**src/hdl/diag_event_pkg.sv**
```systemverilog
package diag_event_pkg;

  // ****************************************
  // sizes
  // ****************************************
  localparam int NUM_EVT = 17;
  localparam int ADDR_W = 8;
  localparam int DATA_W = 32;

  // ****************************************
  // register offsets (byte addresses)
  // ****************************************
  localparam logic [7:0] OFS_MASK = 8'h00;
  localparam logic [7:0] OFS_FUNC = 8'h04;
  localparam logic [7:0] OFS_LOWER = 8'h08;
  localparam logic [7:0] OFS_UPPER = 8'h0C;
  localparam logic [7:0] OFS_ACTIVE = 8'h10;
  localparam logic [7:0] OFS_REPORTED = 8'h14;
  localparam logic [7:0] OFS_STATUS = 8'h18;

  // ****************************************
  // reset values
  // ****************************************
  localparam logic [15:0] MASK_RST = 16'hFFFF;
  localparam logic [7:0] FUNC_RST = 8'h00;
  localparam logic [15:0] LOWER_RST = 16'h0000;
  localparam logic [15:0] UPPER_RST = 16'h6C00;

  // ****************************************
  // channel function codes
  // ****************************************
  localparam logic [7:0] FN_IN_U_UNI = 8'h01;
  localparam logic [7:0] FN_IN_U_BIP = 8'h02;
  localparam logic [7:0] FN_IN_I_4_20 = 8'h04;
  localparam logic [7:0] FN_OUT_U_UNI = 8'h06;
  localparam logic [7:0] FN_OUT_U_BIP = 8'h07;
  localparam logic [7:0] FN_OUT_I_0_20 = 8'h08;
  localparam logic [7:0] FN_OUT_I_4_20 = 8'h09;

  // ****************************************
  // process value range limits
  // ****************************************
  localparam logic signed [15:0] NOM_HIGH = 16'sh6C00;
  localparam logic signed [15:0] NOM_LOW_BIP = -16'sh6C00;
  localparam logic signed [15:0] NOM_LOW_UNI = 16'sh0000;

  // ****************************************
  // event type and device status values
  // ****************************************
  localparam logic [1:0] TYPE_NOTIF = 2'h1;
  localparam logic [1:0] TYPE_WARN = 2'h2;
  localparam logic [1:0] TYPE_ERR = 2'h3;
  localparam logic [2:0] DSTAT_OK = 3'h0;
  localparam logic [2:0] DSTAT_WARN = 3'h2;
  localparam logic [2:0] DSTAT_ERR = 3'h4;
  localparam logic [15:0] CODE_NONE = 16'h0000;

  // ****************************************
  // event table, index 0 has top priority
  // ****************************************
  localparam logic [15:0] EVT_CODE [NUM_EVT] = '{
    16'h4210, 16'h5110, 16'h5111, 16'h6320, 16'h7700, 16'h8C10,
    16'h8C30, 16'h1800, 16'h1801, 16'h1802, 16'h1803, 16'h1804,
    16'h1805, 16'h1806, 16'h1809, 16'h180A, 16'h180B};
  // 1 marks an error, 0 a warning
  localparam logic [NUM_EVT-1:0] EVT_IS_ERR = 17'h1C998;
  // 0 marks events the mask never suppresses
  localparam logic [NUM_EVT-1:0] EVT_MASKABLE = 17'h1FE77;
  localparam logic [3:0] EVT_MASK_BIT [NUM_EVT] = '{
    4'h3, 4'h4, 4'h5, 4'h0, 4'hA, 4'hF, 4'hE, 4'h0, 4'h0,
    4'h1, 4'h2, 4'hB, 4'hF, 4'hE, 4'h7, 4'h6, 4'h6};

endpackage

```
**src/hdl/diagnostic_event_mapper.sv**
```systemverilog
`timescale 1ns/10ps
// Function
// - events limited to variant and channel function
// - overtemperature: 0x4210 warning, mask bit 3
// - supply overvoltage: 0x5110 warning, mask bit 4
// - supply undervoltage: 0x5111 warning, mask bit 5
// - parameter out of range: 0x6320 error
// - current output cable break: 0x7700, bit 10
// - output value overdrive: 0x8C10, bit 15
// - output value underdrive: 0x8C30, bit 14
// - production data invalid: 0x1800, never masked
// - parameter data invalid: 0x1801, never masked
// - below lower threshold: 0x1802, bit 1
// - above upper threshold: 0x1803, bit 2
// - sensor supply overcurrent: 0x1804, bit 11
// - input overdrive: 0x1805, bit 15
// - input underdrive: 0x1806, bit 14
// - output voltage too high: 0x1809, bit 7
// - output voltage too low: 0x180A, bit 6
// - rev 1 output overdrive: 0x180B, bit 6
// - mask meaning follows selected channel function
// - thresholds watch output or input data
module diagnostic_event_mapper
  import diag_event_pkg::*;
(
  input wire logic ref_clk,
  input wire logic rstn,
  // register port
  input wire logic [7:0] addr,
  input wire logic [31:0] wdata,
  input wire logic wr,
  input wire logic rd,
  output logic [31:0] rdata,
  // variant straps
  input wire logic output_variant,
  input wire logic variant_multi,
  input wire logic hw_rev_one,
  input wire logic [7:0] fixed_function,
  // raw fault levels from the analog side
  input wire logic over_temp,
  input wire logic supply_over,
  input wire logic supply_under,
  input wire logic param_range_fault,
  input wire logic cable_break,
  input wire logic prod_data_bad,
  input wire logic param_data_bad,
  input wire logic sensor_overcurrent,
  input wire logic vout_high,
  input wire logic vout_low,
  input wire logic vout_overdrive,
  // process values
  input wire logic [15:0] output_process_value,
  input wire logic [15:0] measured_input_value,
  // event port toward the link layer
  input wire logic evt_ack,
  output logic evt_valid,
  output logic [15:0] evt_code,
  output logic [2:0] evt_status,
  output logic [1:0] evt_type,
  output logic evt_appear,
  // summary
  output logic [2:0] device_status,
  output logic [15:0] active_code
);

  // ****************************************
  // software registers
  // ****************************************
  logic [15:0] diagnosis_event_mask;   // enable per mask bit
  logic [7:0] func_reg;                // written channel function
  logic signed [15:0] lower_alert_threshold;  // signed, process scaling
  logic signed [15:0] upper_alert_threshold;  // signed, process scaling

  // ****************************************
  // event state
  // ****************************************
  logic [NUM_EVT-1:0] raw_cond;   // applicable fault levels
  logic [NUM_EVT-1:0] gated_cond; // after the mask
  logic [NUM_EVT-1:0] req;        // slot wants a report
  logic [NUM_EVT-1:0] reported;   // appearing reported
  logic [NUM_EVT-1:0] grant;      // one-hot acknowledge

  // ****************************************
  // channel function decode
  // ****************************************
  logic [7:0] channel_function_select; // function in force
  logic [7:0] default_function;        // multi variant default
  logic is_in;                         // valid input function
  logic is_out;                        // valid output function
  logic volt_out;                      // voltage output function
  logic cur_out;                       // current output function
  logic fn_valid;                      // function fits the variant

  // a zero register means never written: take the variant default
  assign default_function = output_variant ? FN_OUT_U_UNI : FN_IN_U_UNI;
  // fixed variants ignore the register entirely
  assign channel_function_select = !variant_multi ? fixed_function :
    (func_reg == FUNC_RST) ? default_function : func_reg;

  // input functions only count on input hardware and the reverse
  assign is_in = !output_variant &&
    (channel_function_select >= FN_IN_U_UNI) &&
    (channel_function_select <= FN_IN_I_4_20);
  assign is_out = output_variant &&
    (channel_function_select >= FN_OUT_U_UNI) &&
    (channel_function_select <= FN_OUT_I_4_20);
  assign volt_out = is_out && (channel_function_select <= FN_OUT_U_BIP);
  assign cur_out = is_out && (channel_function_select >= FN_OUT_I_0_20);
  assign fn_valid = is_in || is_out;

  // ****************************************
  // process value comparisons
  // ****************************************
  logic signed [15:0] opv;      // value received from master
  logic signed [15:0] miv;      // value sent to master
  logic signed [15:0] mon;      // value under threshold watch
  logic signed [15:0] out_low;  // output nominal floor
  logic signed [15:0] in_low;   // input nominal floor
  assign opv = output_process_value;
  assign miv = measured_input_value;
  // thresholds follow the data direction of the variant
  assign mon = output_variant ? opv : miv;
  // bipolar ranges go down to minus full scale
  assign out_low = (channel_function_select == FN_OUT_U_BIP) ?
    NOM_LOW_BIP : NOM_LOW_UNI;
  assign in_low = (channel_function_select == FN_IN_U_BIP) ?
    NOM_LOW_BIP : NOM_LOW_UNI;

  // ****************************************
  // raw conditions, filtered by applicability
  // ****************************************
  assign raw_cond[0] = over_temp;
  assign raw_cond[1] = supply_over;
  assign raw_cond[2] = supply_under;
  // a function code foreign to the variant is a parameter error too
  assign raw_cond[3] = param_range_fault || !fn_valid;
  assign raw_cond[4] = cable_break && cur_out;
  assign raw_cond[5] = is_out && (opv > NOM_HIGH);
  assign raw_cond[6] = is_out && (opv < out_low);
  assign raw_cond[7] = prod_data_bad;
  assign raw_cond[8] = param_data_bad;
  assign raw_cond[9] = fn_valid && (mon < lower_alert_threshold);
  assign raw_cond[10] = fn_valid && (mon > upper_alert_threshold);
  assign raw_cond[11] = sensor_overcurrent;
  assign raw_cond[12] = is_in && (miv > NOM_HIGH);
  assign raw_cond[13] = is_in && (miv < in_low);
  assign raw_cond[14] = vout_high && volt_out;
  assign raw_cond[15] = vout_low && volt_out;
  assign raw_cond[16] = vout_overdrive && volt_out && hw_rev_one;

  // ****************************************
  // mask gating and per-event slots
  // ****************************************
  // the mask bit number is fixed per event; the bit's meaning changes
  // with the function only through the applicability terms above
  genvar gi;
  generate
    for (gi = 0; gi < NUM_EVT; gi++) begin : g_evt
      // unmaskable events bypass the mask altogether
      assign gated_cond[gi] = raw_cond[gi] &&
        (!EVT_MASKABLE[gi] ||
         diagnosis_event_mask[EVT_MASK_BIT[gi]]);
      event_slot u_slot (
        .ref_clk(ref_clk),
        .rstn(rstn),
        .cond(gated_cond[gi]),
        .grant(grant[gi]),
        .grant_appear(evt_appear),
        .req(req[gi]),
        .reported(reported[gi])
      );
    end
  endgenerate

  // ****************************************
  // priority pick
  // ****************************************
  logic [4:0] pick_idx;      // lowest pending index
  logic pick_any;            // something pending
  logic [4:0] cur_idx;       // index on the event port
  logic [4:0] top_idx;       // lowest reported index
  logic top_any;             // any event reported
  logic [2:0] worst_status;  // highest status of reported events
  // low index wins; scan from the top so the last hit is lowest
  always_comb begin
    pick_idx = 5'h00;
    pick_any = 1'b0;
    for (int i = NUM_EVT - 1; i >= 0; i--) begin
      if (req[i]) begin
        pick_idx = 5'(i);
        pick_any = 1'b1;
      end
    end
  end

  // summary view of what the master currently believes
  always_comb begin
    top_idx = 5'h00;
    top_any = 1'b0;
    worst_status = DSTAT_OK;
    for (int i = NUM_EVT - 1; i >= 0; i--) begin
      if (reported[i]) begin
        top_idx = 5'(i);
        top_any = 1'b1;
        if (EVT_IS_ERR[i]) begin
          worst_status = DSTAT_ERR;
        end else if (worst_status == DSTAT_OK) begin
          worst_status = DSTAT_WARN;
        end
      end
    end
  end

  // ****************************************
  // event port sequencer
  // ****************************************
  typedef enum logic [0:0] {
    ST_IDLE,
    ST_PRESENT
  } evt_state_e;
  evt_state_e state;       // current state
  evt_state_e next_state;  // next state
  logic take;              // load a new event this cycle
  logic done;              // master acknowledged
  assign take = (state == ST_IDLE) && pick_any;
  assign done = (state == ST_PRESENT) && evt_ack;

  // ack lands on the slot shown, which then records the qualifier
  assign grant = done ? (NUM_EVT'(1) << cur_idx) : '0;

  // state transitions
  always_comb begin
    case (state)
      ST_IDLE: begin
        next_state = pick_any ? ST_PRESENT : ST_IDLE;
      end
      ST_PRESENT: begin
        next_state = evt_ack ? ST_IDLE : ST_PRESENT;
      end
      default: begin
        next_state = ST_IDLE;
      end
    endcase
  end

  // state register
  always_ff @(posedge ref_clk or negedge rstn) begin
    if (!rstn) begin
      state <= ST_IDLE;
    end else begin
      state <= next_state;
    end
  end

  // ****************************************
  // event port outputs
  // ****************************************
  logic pick_err;  // picked event is an error
  assign pick_err = EVT_IS_ERR[pick_idx];

  // fields freeze while shown; a condition flipping back meanwhile is
  // simply reported as a second event after the ack
  always_ff @(posedge ref_clk or negedge rstn) begin
    if (!rstn) begin
      evt_valid <= 1'b0;
      cur_idx <= 5'h00;
      evt_code <= CODE_NONE;
      evt_status <= DSTAT_OK;
      evt_type <= TYPE_NOTIF;
      evt_appear <= 1'b0;
    end else if (take) begin
      evt_valid <= 1'b1;
      cur_idx <= pick_idx;
      evt_code <= EVT_CODE[pick_idx];
      evt_status <= pick_err ? DSTAT_ERR : DSTAT_WARN;
      evt_type <= pick_err ? TYPE_ERR : TYPE_WARN;
      // appearing when the live level is set, else disappearing
      evt_appear <= gated_cond[pick_idx];
    end else if (done) begin
      // idle port shows the no-malfunction notification
      evt_valid <= 1'b0;
      evt_code <= CODE_NONE;
      evt_status <= DSTAT_OK;
      evt_type <= TYPE_NOTIF;
      evt_appear <= 1'b0;
    end
  end

  // ****************************************
  // summary outputs
  // ****************************************
  // the external status index 0x45 mirror is served elsewhere; these
  // levels feed it
  always_ff @(posedge ref_clk or negedge rstn) begin
    if (!rstn) begin
      device_status <= DSTAT_OK;
      active_code <= CODE_NONE;
    end else begin
      device_status <= worst_status;
      active_code <= top_any ? EVT_CODE[top_idx] : CODE_NONE;
    end
  end

  // ****************************************
  // register write decode
  // ****************************************
  logic wr_mask;   // write to mask
  logic wr_func;   // write to channel function
  logic wr_lower;  // write to lower threshold
  logic wr_upper;  // write to upper threshold
  assign wr_mask = wr && (addr == OFS_MASK);
  // fixed variants accept the write but keep their function
  assign wr_func = wr && (addr == OFS_FUNC) && variant_multi;
  assign wr_lower = wr && (addr == OFS_LOWER);
  assign wr_upper = wr && (addr == OFS_UPPER);

  // writable registers
  always_ff @(posedge ref_clk or negedge rstn) begin
    if (!rstn) begin
      diagnosis_event_mask <= MASK_RST;
      func_reg <= FUNC_RST;
      lower_alert_threshold <= LOWER_RST;
      upper_alert_threshold <= UPPER_RST;
    end else begin
      if (wr_mask) begin
        diagnosis_event_mask <= wdata[15:0];
      end
      // any code is stored; a foreign one raises the parameter error
      if (wr_func) begin
        func_reg <= wdata[7:0];
      end
      if (wr_lower) begin
        lower_alert_threshold <= wdata[15:0];
      end
      if (wr_upper) begin
        upper_alert_threshold <= wdata[15:0];
      end
    end
  end

  // ****************************************
  // register read mux
  // ****************************************
  logic [31:0] rd_mux;  // selected read word
  // unmapped offsets read zero; upper bits read zero
  assign rd_mux =
    (addr == OFS_MASK) ? {16'h0000, diagnosis_event_mask} :
    (addr == OFS_FUNC) ? {24'h000000, channel_function_select} :
    (addr == OFS_LOWER) ? {16'h0000, lower_alert_threshold} :
    (addr == OFS_UPPER) ? {16'h0000, upper_alert_threshold} :
    (addr == OFS_ACTIVE) ? {15'h0000, gated_cond} :
    (addr == OFS_REPORTED) ? {15'h0000, reported} :
    (addr == OFS_STATUS) ? {13'h0000, device_status, active_code} :
    32'h00000000;

  // data stands only in the cycle after the strobe
  always_ff @(posedge ref_clk or negedge rstn) begin
    if (!rstn) begin
      rdata <= 32'h00000000;
    end else begin
      rdata <= rd ? rd_mux : 32'h00000000;
    end
  end

endmodule

```
**src/hdl/event_slot.sv**
```systemverilog
`timescale 1ns/10ps
// one event: remembers whether its appearance was reported
module event_slot (
  input wire logic ref_clk,
  input wire logic rstn,
  input wire logic cond,          // gated fault condition
  input wire logic grant,         // master took this event
  input wire logic grant_appear,  // qualifier that was taken
  output logic req,               // report pending
  output logic reported           // appearance reported, not yet cleared
);

  // ****************************************
  // report state
  // ****************************************
  // pending whenever the live level differs from what the master knows
  assign req = cond ^ reported;

  // update only on acknowledge, so a lost ack never loses an edge
  always_ff @(posedge ref_clk or negedge rstn) begin
    if (!rstn) begin
      reported <= 1'b0;
    end else if (grant) begin
      reported <= grant_appear;
    end
  end

endmodule

```
**config.mk**
```make
export PLATFORM = sky130hd
export DESIGN_NAME = diagnostic_event_mapper
export DESIGN_NICKNAME = d
export VERILOG_FILES = /design/src/hdl/diag_event_pkg.sv /design/src/hdl/diagnostic_event_mapper.sv /design/src/hdl/event_slot.sv
export SDC_FILE = /design/constraint.sdc
export NUM_CORES = 1
export LEC_CHECK = 0
export BUFFER_PORTS_ARGS = -buffer_cell sky130_fd_sc_hd__buf_2
export CAP_MARGIN = 20
export CELL_PAD_IN_SITES_DETAIL_PLACEMENT = 1
export CELL_PAD_IN_SITES_GLOBAL_PLACEMENT = 1
export CORE_MARGIN = 1.5
export CORE_UTILIZATION = 33
export CTS_BUF_LIST = sky130_fd_sc_hd__clkbuf_2 sky130_fd_sc_hd__clkbuf_4 sky130_fd_sc_hd__clkbuf_8
export CTS_CLUSTER_SIZE = 8
export DETAILED_ROUTE_END_ITERATION = 10
export GPL_TIMING_DRIVEN = 0
export PLACE_DENSITY = 0.66
export REMOVE_ABC_BUFFERS = 1
export SYNTH_ARGS = -nofsm -noshare
export SYNTH_HDL_FRONTEND = slang
export SYNTH_HIERARCHICAL = 1
export SYNTH_SLANG_ARGS = --single-unit
export TNS_END_PERCENT = 5
```
**constraint.sdc**
```tcl
create_clock -name ref_clk -period 6.67 [get_ports ref_clk]
set_input_delay 1.334 -clock ref_clk [delete_from_list [all_inputs] [get_ports ref_clk]]
set_output_delay 1.334 -clock ref_clk [all_outputs]
set_load 0.01 [all_outputs]
```
==> results.md <==
* Most used routing layer: met2
* TritonCTS clock tree: done
* GR met3 Demand/Resource at 3.84%
* Number of design-rule violations left by the first detailed-router iteration at 486
* Number of global-route vias before repair at 7724
* Area fraction in compound gates after synthesis at 15.2%
* Cell with the most instances after synthesis: sky130_fd_sc_hd__dfrtp_1
* Total I/O pin count at 173
* Routed length per instance at 21.3 µm
* Leading registers by flop count: rdata (19), g_evt.u_slot/reported (17)
* RR Endpoint: evt_type[0]
* Register ranked first by flip-flop count: rdata
* Final core utilization at 39.7%
* Sequential fraction of the synthesis area at 39.1%
* Proportion of power drawn by combinational gates at 42.8%
* RSZ-0062 raised after global routing: no
* Remaining global-route overflow at 0
* XOR/XNOR share of the synthesized area at 2.04%
* Antenna violations before repair at 0
* Pin count of the biggest net entering global routing at 75
* Final worst-path cycle share at 95.6%
* Post-detail-place hpwl at 22500 µm
* Max Root-Sink Buffers at 2
* Pins Over Slew Limit at 0
* Number of clock buffers inserted by TritonCTS at 17
* Kind of launch point of the worst setup path: input pin
* Length in cells of the worst reg-to-reg path at 22
* GR met1 Demand/Resource at 31.5%
* Number of setup violations in the final report at 0
* Number of warning messages in the yosys log at 6
* Number of detailed-route iterations in the first pass at 5
* Minimum clock period at 6.37 ns
* Global-route wire length before repair at 45400 µm
* Number of maximum-capacitance constraint violations at 0
* CP Data Required Time at 7.08 ns
* Cell-by-cell trace of the critical path: buf_6 -> or4b_1 -> o21a_2 -> nor2_1 -> nand3_1 -> ha_1 -> or4b_2 -> mux2i_1 -> nand2_1 -> a311oi_4 -> xor2_1 -> nor2_1 -> a221oi_1 -> or4_1 -> a32oi_1 -> a21o_4 -> inv_1 -> ha_1 -> a211oi_1 -> a21oi_1 -> o21ai_0 -> nand2_1 -> o21a_1
* Weighted congestion at the end of routability-driven global placement at 0.892
* Fraction of synthesis flops using an asynchronous set or reset pin at 100%
* Worst R2R Setup Slack at 0.85 ns
* Register share of total power at 34.9%
* CTS root buffer: sky130_fd_sc_hd__clkbuf_8
* Die X at 164 µm
* Number of clock sinks at 133
* Net Switching at 1.40 mW
* Footprint of the multi-input gates at 0.00489 mm²
* Most area-hungry cell type in the Yosys netlist: sky130_fd_sc_hd__dfrtp_1
* Area enclosed by the die boundary at 0.0270 mm²
* Number of cell rows at 58
* Clock share of power at 22.3%
* Simple-Gate Fraction of Synth Area at 17.0%
* Syn avg cell area at 9.69 µm²
* Area share of fa/ha/maj cells after synthesis at 6.57%
* Avg Vias per Cell at 5.43
* Synth-to-layout area growth at 17.4%
* Launching element of the worst setup path: output_variant
* Cell leakage power at 4.76 nW
* Final Net Count at 1165
* Worst hold path type: reg -> reg
* DRC violations left at 0
* F_max at 0.157 GHz
* Peak supply drop at 0.140 mV
* Power after layout at 3.25 mW
* Multiplexer share of the synthesized area at 14.6%
* Leading cell types by total area after synthesis: sky130_fd_sc_hd__dfrtp_1, sky130_fd_sc_hd__mux2_2, sky130_fd_sc_hd__ha_1
* Max-Slew Margin vs Limit at 32.4%
* Hold Crit Endpoint: evt_code[4]
* Sequential cell area in the final layout at 0.00335 mm²
* Cell area power density at 323 mW/mm²
* Vias at 7400
* Inserted Diodes at 0
* Synth cell count leaders: sky130_fd_sc_hd__dfrtp_1, sky130_fd_sc_hd__nand2_1, sky130_fd_sc_hd__nor2_1
* Run status: finished, final reports clean
* Core box area at 0.0253 mm²
* Crit path kind: in -> reg
* Number of levels the H-tree was split into at 4
* Number of buffers inserted by hold repair at cts at 0
* Area fraction of the dominant cell type after synthesis at 32.7%
* Buffers on Ports at 137
* Hold Violations, Final at 0
* Initial core utilization at 33.9%
* Clock transition at the registers of the reported paths at 0.09 ns
* Met2 track demand over resource at 35.5%
* Number of distinct standard cells referenced by the synthesized netlist at 79
* EDFF count, synth at 0
* Hold Crit Start: evt_code[4]
* Slowest Stage Delay on Critical Path at 0.59 ns
* Type of element capturing the critical path: flop
* Crit Reg-Reg Startpoint: func_reg[0]
* Final wirelength at 29100 µm
* Sw Share at 43.2%
* CP max stage cell: sky130_fd_sc_hd__or4b_2
* Data arrival, critical path at 6.78 ns
* Number of standard cells after synthesis at 885
* Filler Cell Count at 2941
* Largest register FFs at 19
* Latest clock arrival within the worst-skew pair at 0.47 ns
* Synthesized cell area at 0.00857 mm²
* Combined global-route utilization of all metal layers at 22.4%
* Share of post-route cells with drive strength above 1 at 31.0%
* Combinational family with the most area after synthesis: simple AND/OR/NAND/NOR gates
* Pin slew with the least headroom to its limit at 1.01 ns
* Instance count along the most critical hold path at 2
* Post-synth top flop: sky130_fd_sc_hd__dfrtp_1
* Overall die height at 164 µm
* Antenna violation net count after detailed routing at 0
* Number of synthesized register bits at 133
* Highest fanout seen on the critical path at 22
* Clock Skews at 0.0152 ns
* Internal at 1.85 mW
==> layer usage <==
layer | share of wire (%) | up-vias
li1 | - | 3437
met1 | 48 | 3730
met2 | 46 | 209
met3 | 5.0 | 24
met4 | 1.4 | 0
met5 | 0 | -
==> cell type report <==
cell class                      count  share of cell area [%]
Clock inverter                     15                    1.68
Tap cell                          330                    4.10
Timing Repair Buffer              146                    7.88
Clock buffer                       17                    2.32
Inverter                           57                    2.14
Multi-Input combinational cell    666                    48.5
Sequential cell                   133                    33.3
==> worst max-delay path: cells and delay by family <==
family	cells	cell delay, ns
adder cells (fa/ha/maj)	2	0.65
multiplexers	1	0.14
buffers and inverters	2	0.33
AND/OR/NAND/NOR	8	2.32
AO/OA/AOI/OAI	9	1.78
XOR/XNOR	1	0.20
==> repair_timing <==
action	CTS	global route
setup endpoints to repair	22	6
pin swaps	1	4
resized for setup	8	7
setup buffers	1	4
==> power by group through the flow <==
stage | clock (mW) | combinational, mW | sequential, mW
floorplan | 0 | 0.859 | 1.11
global placement | 0 | 1.29 | 1.15
detailed placement | 0 | 1.32 | 1.15
CTS | 0.742 | 1.36 | 1.13
global route | 0.776 | 1.56 | 1.15
finish | 0.725 | 1.39 | 1.13
==> logic make-up (layout without fill, tap and decap cells) <==
logic type,Yosys count,in the layout
and+or+nand+nor,288,288
buffers and inverters,104,235
other,1,19
AOI/OAI and AO/OA,187,187
DFF,133,133
muxes,107,107
xor gates and xnor gates,20,20
adders and majority gates,45,45
==> through the flow <==
step	setup TNS (ns)	worst slack [ns]	cells	instance area [µm²]	hold WS [ns]
floorplan	0	0.520	856	8390	0.479
global placement	-22.86	-1.61	1323	9480	0.456
detailed placement	-25.51	-1.78	1326	9540	0.458
CTS	0	0.0421	1359	9980	0.478
global route	0	0.0388	1364	10100	0.491
finish	0	0.296	1364	10100	0.467
==> placed cells by master, fill, tap and decap left out, types with 19 or more instances in the layout <==
cell                      count
sky130_fd_sc_hd__conb_1      19
sky130_fd_sc_hd__nor2_1      74
sky130_fd_sc_hd__ha_1        45
sky130_fd_sc_hd__dfrtp_1    112
sky130_fd_sc_hd__o21ai_0     35
sky130_fd_sc_hd__dfstp_2     21
sky130_fd_sc_hd__inv_1       56
sky130_fd_sc_hd__buf_2      135
sky130_fd_sc_hd__mux2_2      73
sky130_fd_sc_hd__nand2_1     91
sky130_fd_sc_hd__a21oi_1     44
==> how the worst max path moves through the flow <==
stage,end,slack (ns),cells past startpoint
2_1_floorplan,evt_appear,0.52,18
3_3_place_gp,evt_appear,-1.61,20
3_5_place_dp,evt_appear,-1.78,20
4_1_cts,evt_type[0],0.04,23
5_1_grt,evt_type[0],0.04,23
6_report,evt_type[0],0.30,23
(Power assumes the default switching activity.)
